### src/logic/gpd_consts.svh
// Overview of operation
// - primary address zero to thirty, matched only
// - full source handshake per sent byte
// - full acceptor handshake per received byte
// - talk, serial poll; untalk on own listen
// - basic listen; unlisten on own talk
// - service request line and polled status byte
// - remote/local machine with local lockout
// - no parallel poll response ever
// - addressed and universal device clear
// - native set uses 488.2 ascii protocol
// - local to remote on enable plus listen
// - remote ignores panel except output-local
// - output-local returns to local unless locked
// - settings untouched by mode changes
// - remote indicator lit only in remote
// - command type selects native or legacy
// - command type change applies after power cycle
// - legacy rejects native, disables usb and lan
// - separate polarity/output per function
// - device clear flushes input, output, waits
// - interface clear resets talker and listener
// - legacy trigger emits status report
`ifndef GPD_CONSTS_SVH
`define GPD_CONSTS_SVH
// ---------------------------------------------------------------
// register byte offsets
// ---------------------------------------------------------------
`define GPD_CTRL_OFS   12'h000
`define GPD_STAT_OFS   12'h004
`define GPD_TXD_OFS    12'h008
`define GPD_RXD_OFS    12'h00c
`define GPD_SPOLL_OFS  12'h010
// ---------------------------------------------------------------
// control field positions
// ---------------------------------------------------------------
`define GPD_CTRL_ADDR_LSB 0
`define GPD_CTRL_TYPE_BIT 8
`define GPD_CTRL_RSV_BIT  9
`define GPD_CTRL_EOI_BIT  10
// ---------------------------------------------------------------
// reset values and bus message codes
// ---------------------------------------------------------------
`define GPD_ADDR_RST   5'h01
`define GPD_MAX_ADDR   5'h1e
`define GPD_CMD_GTL    7'h01
`define GPD_CMD_SDC    7'h04
`define GPD_CMD_GET    7'h08
`define GPD_CMD_LLO    7'h11
`define GPD_CMD_DCL    7'h14
`define GPD_CMD_SPE    7'h18
`define GPD_CMD_SPD    7'h19
`define GPD_LAG_BASE   7'h20
`define GPD_UNL        7'h3f
`define GPD_TAG_BASE   7'h40
`define GPD_UNT        7'h5f
`define GPD_SRQ_BIT    6
`endif

### src/logic/gpd_pkg.sv
package gpd_pkg;
  // source handshake states
  typedef enum logic [1:0] {
    GPD_SH_IDLE  = 2'b00,
    GPD_SH_WAIT  = 2'b01,
    GPD_SH_VALID = 2'b10
  } gpd_sh_type;
  // acceptor handshake states
  typedef enum logic [1:0] {
    GPD_AH_READY = 2'b00,
    GPD_AH_TAKE  = 2'b01,
    GPD_AH_HOLD  = 2'b10
  } gpd_ah_type;
  // remote/local states
  typedef enum logic [1:0] {
    GPD_LOCS = 2'b00,
    GPD_REMS = 2'b01,
    GPD_LWLS = 2'b10,
    GPD_RWLS = 2'b11
  } gpd_rl_type;
  // bus pins as seen by the device (open collector, active high here)
  typedef struct packed {
    logic [7:0] dio;
    logic       dav;
    logic       nrfd;
    logic       ndac;
    logic       atn;
    logic       eoi;
    logic       ifc;
    logic       ren;
  } gpd_bus_in_type;
  // pins the device pulls; enable high while pulling
  typedef struct packed {
    logic [7:0] dio;
    logic [7:0] dio_oe;
    logic       dav_oe;
    logic       nrfd_oe;
    logic       ndac_oe;
    logic       eoi_oe;
    logic       srq_oe;
  } gpd_bus_out_type;
endpackage : gpd_pkg

### src/logic/gpd_device.sv
`include "gpd_consts.svh"
module gpd_device (
  input  wire logic                    pclk,
  input  wire logic                    presetn,
  input  wire logic [11:0]             paddr,
  input  wire logic                    psel,
  input  wire logic                    penable,
  input  wire logic                    pwrite,
  input  wire logic [31:0]             pwdata,
  output logic      [31:0]             prdata,
  output logic                         pready,
  output logic                         pslverr,
  input  wire gpd_pkg::gpd_bus_in_type bus_in,
  output gpd_pkg::gpd_bus_out_type     bus_out,
  input  wire logic                    panel_local,
  output logic                         remote_led,
  output logic                         panel_enable,
  output logic                         legacy_active,
  output logic                         other_if_enable,
  output logic                         dev_clear,
  output logic                         trigger,
  output logic                         status_report
);
  import gpd_pkg::*;

  // ---------------------------------------------------------------
  // apb register slave
  // ---------------------------------------------------------------
  logic [4:0]  addr_reg;        // bus_address_setting
  logic        type_reg = 1'b0; // command type requested, 1 = legacy; no reset
  logic        native_command_set; // live set, latched after reset
  logic        type_taken_reg;  // live set captured once
  logic        rsv_reg;         // service request wish
  logic [7:0]  spoll_reg;       // status byte source
  logic [7:0]  txd_reg;         // byte to send
  logic        txeoi_reg;       // send with end
  logic        txreq_reg;       // byte pending for source handshake
  logic [7:0]  rxd_reg;         // last received byte
  logic        rxfull_reg;      // received byte waiting
  logic        rxeoi_reg;       // received byte had end
  logic        tads_reg;        // addressed to talk
  logic        lads_reg;        // addressed to listen
  logic        spms_reg;        // serial poll mode
  gpd_rl_type  rl_reg;          // remote/local state
  gpd_sh_type  sh_reg;
  gpd_ah_type  ah_reg;
  logic        srq_sent_reg;    // srq asserted and not yet polled
  logic        srq_polled_reg;  // polled once; quiet until the wish drops
  logic        acc_w, acc_r;
  logic        sh_done, ah_take;
  logic        clr_evt;         // selected or universal device clear
  logic        ifc_evt;

  assign acc_w = psel && penable && pwrite;
  assign acc_r = psel && penable && !pwrite;

  // single-cycle ready: no wait states on any access
  always_ff @(posedge pclk or negedge presetn) begin
    if (!presetn) begin
      pready  <= 1'b0;
      pslverr <= 1'b0;
    end else begin
      pready  <= psel && !penable;
      pslverr <= psel && !penable && !(paddr == `GPD_CTRL_OFS || paddr == `GPD_STAT_OFS ||
                 paddr == `GPD_TXD_OFS || paddr == `GPD_RXD_OFS || paddr == `GPD_SPOLL_OFS);
    end
  end

  // control register; address above thirty is clipped
  always_ff @(posedge pclk or negedge presetn) begin
    if (!presetn) begin
      addr_reg  <= `GPD_ADDR_RST;
      rsv_reg   <= 1'b0;
      spoll_reg <= 8'h00;
    end else if (acc_w && pready) begin
      if (paddr == `GPD_CTRL_OFS) begin
        // out-of-range addresses saturate to the top legal value
        addr_reg <= (pwdata[4:0] > `GPD_MAX_ADDR) ? `GPD_MAX_ADDR : pwdata[4:0];
        rsv_reg  <= pwdata[`GPD_CTRL_RSV_BIT];
      end
      if (paddr == `GPD_SPOLL_OFS) begin
        spoll_reg <= pwdata[7:0];
      end
    end
  end

  // requested command type is a stored setting: reset stands for a power
  // cycle, so this flop has no reset or the change could never take hold
  always_ff @(posedge pclk) begin
    if (acc_w && pready && paddr == `GPD_CTRL_OFS) begin
      type_reg <= pwdata[`GPD_CTRL_TYPE_BIT];
    end
  end

  // command type sampled once after reset: reset stands for power cycle
  always_ff @(posedge pclk or negedge presetn) begin
    if (!presetn) begin
      type_taken_reg     <= 1'b0;
      native_command_set <= 1'b1;
    end else if (!type_taken_reg) begin
      type_taken_reg     <= 1'b1;
      native_command_set <= !type_reg;
    end
  end

  // read mux; status shows the block's own state
  always_ff @(posedge pclk or negedge presetn) begin
    if (!presetn) begin
      prdata <= 32'h0000_0000;
    end else if (psel && !penable && !pwrite) begin
      unique case (paddr)
        `GPD_CTRL_OFS:  prdata <= {21'h0, 1'b0, rsv_reg, type_reg, 3'h0, addr_reg};
        `GPD_STAT_OFS:  prdata <= {22'h0, native_command_set, rxeoi_reg, rl_reg, spms_reg,
                                   lads_reg, tads_reg, rxfull_reg, txreq_reg, srq_sent_reg};
        `GPD_TXD_OFS:   prdata <= {24'h0, txd_reg};
        `GPD_RXD_OFS:   prdata <= {24'h0, rxd_reg};
        `GPD_SPOLL_OFS: prdata <= {24'h0, spoll_reg};
        default:        prdata <= 32'h0000_0000;
      endcase
    end
  end

  // ---------------------------------------------------------------
  // command decode from bus while attention is true
  // ---------------------------------------------------------------
  logic [6:0] cmd;
  logic       cmd_evt;
  assign cmd     = bus_in.dio[6:0];
  assign cmd_evt = ah_take && bus_in.atn;
  assign ifc_evt = bus_in.ifc;
  assign clr_evt = cmd_evt && (cmd == `GPD_CMD_DCL || (cmd == `GPD_CMD_SDC && lads_reg));

  // my-address match, used for talk and listen decode
  function automatic logic is_addr(input logic [6:0] c, input logic [6:0] base, input logic [4:0] a);
    is_addr = (c == (base | {2'b00, a}));
  endfunction : is_addr

  // talker/listener addressing
  always_ff @(posedge pclk or negedge presetn) begin
    if (!presetn) begin
      tads_reg <= 1'b0;
      lads_reg <= 1'b0;
      spms_reg <= 1'b0;
    end else if (ifc_evt) begin
      tads_reg <= 1'b0;
      lads_reg <= 1'b0;
      spms_reg <= 1'b0;
    end else if (cmd_evt) begin
      if (is_addr(cmd, `GPD_TAG_BASE, addr_reg)) begin
        tads_reg <= 1'b1;
        lads_reg <= 1'b0;
      end else if (is_addr(cmd, `GPD_LAG_BASE, addr_reg)) begin
        lads_reg <= 1'b1;
        tads_reg <= 1'b0;
      end else if (cmd == `GPD_UNT || (cmd[6:5] == 2'b10)) begin
        tads_reg <= 1'b0; // other talk address or untalk
      end
      if (cmd == `GPD_UNL) begin
        lads_reg <= 1'b0;
      end
      if (cmd == `GPD_CMD_SPE) begin
        spms_reg <= 1'b1;
      end else if (cmd == `GPD_CMD_SPD) begin
        spms_reg <= 1'b0;
      end
    end
  end

  // ---------------------------------------------------------------
  // acceptor handshake
  // ---------------------------------------------------------------
  // accept commands always, data only when listening with room
  logic ah_room;
  assign ah_room = bus_in.atn || (lads_reg && !rxfull_reg);
  assign ah_take = (ah_reg == GPD_AH_READY) && bus_in.dav && ah_room;

  always_ff @(posedge pclk or negedge presetn) begin
    if (!presetn) begin
      ah_reg <= GPD_AH_READY;
    end else begin
      unique case (ah_reg)
        GPD_AH_READY: if (ah_take) ah_reg <= GPD_AH_HOLD;
        GPD_AH_HOLD:  if (!bus_in.dav) ah_reg <= GPD_AH_READY;
        default:      ah_reg <= GPD_AH_READY;
      endcase
    end
  end

  // received data byte; device clear discards it
  always_ff @(posedge pclk or negedge presetn) begin
    if (!presetn) begin
      rxd_reg    <= 8'h00;
      rxfull_reg <= 1'b0;
      rxeoi_reg  <= 1'b0;
    end else if (ah_take && !bus_in.atn) begin
      rxd_reg    <= bus_in.dio;
      rxfull_reg <= 1'b1; // new byte beats a same-cycle read
      rxeoi_reg  <= bus_in.eoi;
    end else if (clr_evt || (acc_r && pready && paddr == `GPD_RXD_OFS)) begin
      rxfull_reg <= 1'b0;
    end
  end

  // ---------------------------------------------------------------
  // source handshake: data, then status byte during serial poll
  // ---------------------------------------------------------------
  logic talk_ok;
  assign talk_ok = tads_reg && !bus_in.atn;
  // accepted only after our own dav went out: ndac false with no dav means no acceptor
  assign sh_done = (sh_reg == GPD_SH_VALID) && bus_out.dav_oe && !bus_in.ndac;

  always_ff @(posedge pclk or negedge presetn) begin
    if (!presetn) begin
      sh_reg <= GPD_SH_IDLE;
    end else if (ifc_evt || !talk_ok) begin
      sh_reg <= GPD_SH_IDLE;
    end else begin
      unique case (sh_reg)
        GPD_SH_IDLE:  if (spms_reg || txreq_reg) sh_reg <= GPD_SH_WAIT;
        GPD_SH_WAIT:  if (!bus_in.nrfd) sh_reg <= GPD_SH_VALID;
        GPD_SH_VALID: if (sh_done) sh_reg <= GPD_SH_IDLE;
        default:      sh_reg <= GPD_SH_IDLE;
      endcase
    end
  end

  // transmit byte holding; clear and ifc drop the output queue
  always_ff @(posedge pclk or negedge presetn) begin
    if (!presetn) begin
      txd_reg   <= 8'h00;
      txeoi_reg <= 1'b0;
      txreq_reg <= 1'b0;
    end else if (clr_evt || ifc_evt) begin
      txreq_reg <= 1'b0;
    end else if (acc_w && pready && paddr == `GPD_TXD_OFS && !txreq_reg) begin
      txd_reg   <= pwdata[7:0];
      txeoi_reg <= pwdata[`GPD_CTRL_EOI_BIT];
      txreq_reg <= 1'b1;
    end else if (sh_done && !spms_reg) begin
      txreq_reg <= 1'b0;
    end
  end

  // service request: srq held until polled byte goes out, then kept off
  // until software withdraws the wish, so one wish asks only once
  always_ff @(posedge pclk or negedge presetn) begin
    if (!presetn) begin
      srq_sent_reg   <= 1'b0;
      srq_polled_reg <= 1'b0;
    end else if (!rsv_reg) begin
      srq_sent_reg   <= 1'b0;
      srq_polled_reg <= 1'b0;
    end else if (sh_done && spms_reg) begin
      srq_sent_reg   <= 1'b0;
      srq_polled_reg <= 1'b1;
    end else if (!srq_polled_reg) begin
      srq_sent_reg <= 1'b1;
    end
  end

  // ---------------------------------------------------------------
  // remote/local with lockout
  // ---------------------------------------------------------------
  logic my_listen;
  assign my_listen = cmd_evt && is_addr(cmd, `GPD_LAG_BASE, addr_reg);

  always_ff @(posedge pclk or negedge presetn) begin
    if (!presetn) begin
      rl_reg <= GPD_LOCS;
    end else if (!bus_in.ren) begin
      rl_reg <= GPD_LOCS;
    end else begin
      unique case (rl_reg)
        GPD_LOCS: if (my_listen) rl_reg <= GPD_REMS;
                  else if (cmd_evt && cmd == `GPD_CMD_LLO) rl_reg <= GPD_LWLS;
        GPD_LWLS: if (my_listen) rl_reg <= GPD_RWLS;
        GPD_REMS: if (cmd_evt && cmd == `GPD_CMD_LLO) rl_reg <= GPD_RWLS;
                  else if (panel_local || (cmd_evt && cmd == `GPD_CMD_GTL && lads_reg))
                    rl_reg <= GPD_LOCS;
        GPD_RWLS: if (cmd_evt && cmd == `GPD_CMD_GTL && lads_reg) rl_reg <= GPD_LWLS;
      endcase
    end
  end

  // ---------------------------------------------------------------
  // pin and user outputs, all registered
  // ---------------------------------------------------------------
  always_ff @(posedge pclk or negedge presetn) begin
    if (!presetn) begin
      bus_out         <= '0;
      remote_led      <= 1'b0;
      panel_enable    <= 1'b1;
      legacy_active   <= 1'b0;
      other_if_enable <= 1'b1;
      dev_clear       <= 1'b0;
      trigger         <= 1'b0;
      status_report   <= 1'b0;
    end else begin
      // parallel poll lines are never pulled: dio only in source phase
      bus_out.dio     <= spms_reg ? {spoll_reg[7], srq_sent_reg, spoll_reg[5:0]} : txd_reg;
      bus_out.dio_oe  <= {8{sh_reg != GPD_SH_IDLE && talk_ok}};
      bus_out.dav_oe  <= (sh_reg == GPD_SH_VALID) && talk_ok && bus_in.ndac;
      bus_out.eoi_oe  <= (sh_reg != GPD_SH_IDLE) && talk_ok && txeoi_reg && !spms_reg;
      // an idle acceptor lets both lines go, else our own talker would stall
      bus_out.nrfd_oe <= (lads_reg || bus_in.atn) && !((ah_reg == GPD_AH_READY) && ah_room);
      bus_out.ndac_oe <= (lads_reg || bus_in.atn) && (ah_reg != GPD_AH_HOLD);
      bus_out.srq_oe  <= srq_sent_reg;
      remote_led      <= rl_reg[0];
      // only the output-local switch works in remote; settings live elsewhere
      panel_enable    <= !rl_reg[0];
      legacy_active   <= !native_command_set;
      other_if_enable <= native_command_set;
      dev_clear       <= clr_evt;
      trigger         <= cmd_evt && cmd == `GPD_CMD_GET && lads_reg;
      status_report   <= cmd_evt && cmd == `GPD_CMD_GET && lads_reg && !native_command_set;
    end
  end
endmodule : gpd_device

### config.mk
export PLATFORM = sky130hd
export DESIGN_NAME = gpd_device
export DESIGN_NICKNAME = d
export VERILOG_FILES = /design/src/logic/gpd_pkg.sv /design/src/logic/gpd_device.sv
export VERILOG_INCLUDE_DIRS = /design/src /design/src/logic
export SDC_FILE = /design/constraint.sdc
export NUM_CORES = 1
export LEC_CHECK = 0
export BUFFER_PORTS_ARGS = -buffer_cell sky130_fd_sc_hd__buf_2
export CAP_MARGIN = 20
export CORE_ASPECT_RATIO = 0.6
export CORE_UTILIZATION = 41
export DETAILED_ROUTE_END_ITERATION = 16
export PLACE_DENSITY = 0.76
export SETUP_SLACK_MARGIN = 0.2
export SLEW_MARGIN = 10
export SYNTH_ARGS = -nofsm -noshare
export SYNTH_HDL_FRONTEND = slang
export SYNTH_SLANG_ARGS = --single-unit
### constraint.sdc
create_clock -name pclk -period 5.85 [get_ports pclk]
set_input_delay 0.2925 -clock pclk [delete_from_list [all_inputs] [get_ports pclk]]
set_output_delay 0.2925 -clock pclk [all_outputs]
set_load 0.01 [all_outputs]
==> After elaboration in Yosys (flattened, before gate mapping) <==
Cells that the tools add are included.
{ "totals": {"out_inout_bits": 62, "inputBits": 65, "elab_cells": 201, "ff_bits": 103} }
{ "classes": {"bitwise": 1, "reduce_logical": 85, "order_cmp": 1, "muxes": 43, "n_eq_ne": 34} }
{ "op_table": {"columns": ["cell", "count"], "rows": [
  ["$pmux W10 S5", 1],
  ["$logic_and A1 B1 Y1", 39],
  ["$eq A7 B5 Y1 const B", 4],
  ["$mux W2", 13],
  ["$eq A12 B4 Y1 const B", 2],
  ["$mux W1", 24],
  ["$reduce_and A2 Y1", 7],
  ["$logic_not A1 Y1", 13],
  ["$logic_or A1 B1 Y1", 13],
  ["$eq A12 B3 Y1 const B", 1],
  ["$eq A12 B5 Y1 const B", 1],
  ["$logic_not A12 Y1", 1],
  ["$ne A3 B3 Y1 const B", 4],
  ["$eq A2 B2 Y1 const B", 5],
  ["$mux W8", 1],
  ["$ne A4 B4 Y1 const B", 2],
  ["$pmux W2 S4", 1],
  ["$reduce_bool A4 Y1", 2],
  ["$eq A7 B1 Y1 const B", 1],
  ["$eq A7 B3 Y1 const B", 1],
  ["$eq A7 B4 Y1 const B", 1],
  ["$eq A7 B6 Y1", 1],
  ["$eq A7 B6 Y1 const B", 1],
  ["$eq A7 B7 Y1", 1],
  ["other kinds (15)", 24]
]} }

==> Logic depth before layout (Yosys ltp) <==
{ "logic_depth": {"depth_word": 12, "ltp_mapped": 6, "ltp_nobuf": 5} }

==> Worst setup path after synthesis <==
Ideal clock, no wire load.
{ "synth_path": {"kind": "input-to-reg", "startpoint": "input paddr[9]", "endpoint": "register spoll_reg[0]", "setup_time_ps": 125, "stages": 5, "n_path_buf": 1, "t_required_ps": 5725, "slack_ps": 3643, "arrival_ps": 2082, "cell_sequence": "or4_1 nor4_2 nor2b_1 buf_4 mux2_2"} }
{ "synth_between": {"elab_chain_cells": 2} }
{ "synth_lines": {"columns": ["element", "line", "source"], "rows": [
  ["from (decl)", "gpd_device.sv:5", "input wire logic [11:0] paddr,"],
  ["$eq A12 B5 Y1", null, null],
  ["$reduce_and A2 Y1 (no line)", null, null],
  ["to (signal assigned)", "gpd_device.sv:82", "spoll_reg <= pwdata[7:0];"],
  ["to (decl)", "gpd_device.sv:34", "logic [7:0] spoll_reg;"]
]} }
No other way between the ends.
A chain may end at the register's enable or synchronous reset.

==> Worst setup path after layout <==
Ends and elaborated chain as after synthesis.

==> impl_results.md <==
* Slew margin rel. at 35.21%
* Row count at 26
* RSZ-0062 raised after global routing: false
* Core area at 8718 µm²
* Final Core Density at 51.33%
* Max cap viols at 0
* DP Wirelength at 6688 µm
* All-Layer GR Usage at 20.28%
* Vias in the first global route at 2769
* Initial Util at 43.23%
* Hold buffer count at CTS at 0
* CP Class: input pin to flip-flop
* Yosys Warn Count at 0
* CTS Root Cell: clkbuf_16
* Vias per cell at 5.271
* Area of the multi-input gates at 1525 µm²
* Synth unique cells at 50
* Post-route DRC at 0
* Synth Area in Simple Gates at 13.58%
* Post-Syn Instances at 314
* Setup bufs post-CTS at 0
* Synth Flop Type: dfrtp_1
* Register area at 2012 µm²
* Largest Register: bus_out
* Largest family of logic cells by synthesized area: multiplexers
* Max reg flops at 14
* Pwr/cell area at 289.9 nW/µm²
* Area growth syn-to-layout at 18.76%
* Leakage Power at 2.276 nW
* Crit-path max FO at 9
* Ys async rst share at 98.75%
* Setup tns final at 0 ps
* H-Tree Depth at 3
* Die ar. at 9592 µm²
* Mux contribution to synthesized area at 16.53%
* CTS Buffer Depth at 2
* # port buffers at 83
* CTS Buf Count at 9
* Synth Area in Compound Gates at 6.906%
* Tot Pwr at 1.298 mW
* # nets final at 454
* Worst path arrival time at 2880 ps
* # fillers at 769
* Yosys reg bits at 80
* Clock Latency Late Sink at 340 ps
* Number of synthesized flops with an enable pin at 1
* Global placement routability congestion at 0.8713
* Syn_area_per_cell at 12.00 µm²
* Worst reg2reg startpoint: ah_reg[1]
* Mapped Area at 3769 µm²
* First-pass DRT Iterations at 4
* Top flop regs: bus_out x14, prdata x10
* Final hold slack at 120.2 ps
* Routed Wire Length at 8860 µm
* Io pins at 127
* Share of the clock period used by the worst path at 45.46%
* R2R setup slack at 3250 ps
* Peak supply drop at 0.0001445 V
* Drt initial violations at 241
* Die X at 125.8 µm
* Die height at 76.27 µm
* Reg clk slew, reported paths at 60 ps
* FMAX at 376.0 MHz
* Final Max Slew Viols at 0
* DP Area at 4140 µm²
* Grt ovf at 0
* Status: finished, final reports clean
* Initial antenna violation count at 0
* Resized Gates After CTS at 0
* Final Hold Viols at 0
* CP required at 6070 ps
* Post-synthesis sequential area ratio at 53.39%
* CTS tree: built
* Xor/xnor cell area share of the yosys netlist at 1.162%
* Final setup fails at 0
* Final instance area at 4476 µm²
* Post-synthesis adder-cell area fraction at 0%
* FF-to-FF path depth at 4
* Slew @ Worst Pin at 958.8 ps
* Startpoint types: input pin
* CTS sink cnt at 80
* Largest net degree at the start of global routing at 80
* Min Tclk post-route at 2659 ps
* RR Endpoint: txd_reg[3]
* Type of the most critical hold path: input pin to asynchronous set/reset pin
* Remaining antenna violation count at 0
* Critical Path Sink Type: flip-flop
* Vias at 2667
* Avg WL per Cell at 17.51 µm
* Fraction of final layout cells sized beyond drive strength 1 at 38.83%
* Clock Skew at 5.741 ps
* Ant. Diodes at 0
* First-pass GRT wire length at 14520 µm
metrics by stage:
| step | std cells | worst slack (ps) |
|---|---|---|
| 6_report | 506 | 3191 |
| 5_1_grt | 506 | 3010 |
| 4_1_cts | 506 | 3220 |
| 3_5_place_dp | 490 | 2856 |
| 3_3_place_gp | 490 | 2839 |
| 2_1_floorplan | 335 | 3643 |
worst max path at each step:
stage                         from      endpoint  cells after the start
final                     paddr[9]  spoll_reg[0]                      5
after global routing      paddr[9]  spoll_reg[0]                      5
after CTS                 paddr[9]  spoll_reg[0]                      5
after detailed placement  paddr[9]  spoll_reg[0]                      5
after global placement    paddr[9]  spoll_reg[6]                      5
after floorplan           paddr[9]  spoll_reg[0]                      5
critical path, cell delays in order:
cell	delay, ps
buf_2	100
or4_1	620
nor4_2	720
nor2b_1	730
mux2_2	410
kinds of logic after synthesis:
family	Yosys count
flip-flops	80
XOR/XNOR	5
other	2
AO/OA/AOI/OAI	35
buffers and inverters	52
multiplexers	49
AND/OR/NAND/NOR	91
where the power goes:
group,total (mW),switching [mW],internal [mW]
clock,0.630,0.216,0.413
sequential,0.576,0.00779,0.568
combinational,0.0919,0.0591,0.0327
total,1.30,0.283,1.01
cell type report:
type                    instances  area share [%]
clock buffers                   9           5.032
clock inverters                 7           2.460
inverters                      12           1.006
multi-input cells             203           34.08
flip-flops and latches         80           44.95
well taps                     112           3.131
repair buffers                 83           9.337
cell usage in the layout (no fill, tap or decap), types with 3 or more instances in the layout:
master	n
bufinv_16	3
nor3_1	7
nor2b_1	7
buf_2	82
a22o_1	3
mux4_2	5
clkinv_2	4
nor2_1	29
a21oi_1	6
nand4_1	4
conb_1	23
mux2_4	5
a221oi_1	8
mux2_2	36
o21ai_0	4
nand2_1	12
inv_1	12
mux2i_1	3
dfstp_2	4
nand2b_1	5
nor4_1	4
xor2_1	4
clkbuf_16	9
nand3_1	5
dfrtp_1	75
cells in the mapped netlist, drive strengths merged, types with 5 or more instances:
library cell | number | area share, %
nor4 | 6 | 1.6
clkbuf | 7 | 0.70
nand2b | 5 | 0.83
nor2 | 29 | 2.9
nand3 | 5 | 0.66
mux4 | 5 | 3.0
a21oi | 6 | 0.80
nor2b | 7 | 1.2
inv | 12 | 1.2
a221oi | 8 | 1.9
dfrtp | 75 | 50
nor3 | 7 | 0.93
buf | 33 | 6.3
mux2 | 41 | 13
nand2 | 12 | 1.2
metal layers:
layer	routed length [µm]	global-route usage (%)	part of all wire, %	vias up
met5	0	0	0	-
met4	62	5.542	0.70	0
met3	659	6.671	7.4	6
met2	4081	30.83	46	96
met1	4057	27.81	46	1349
li1	-	-	-	1216
No activity file was read; power rests on OpenSTA's default activity.
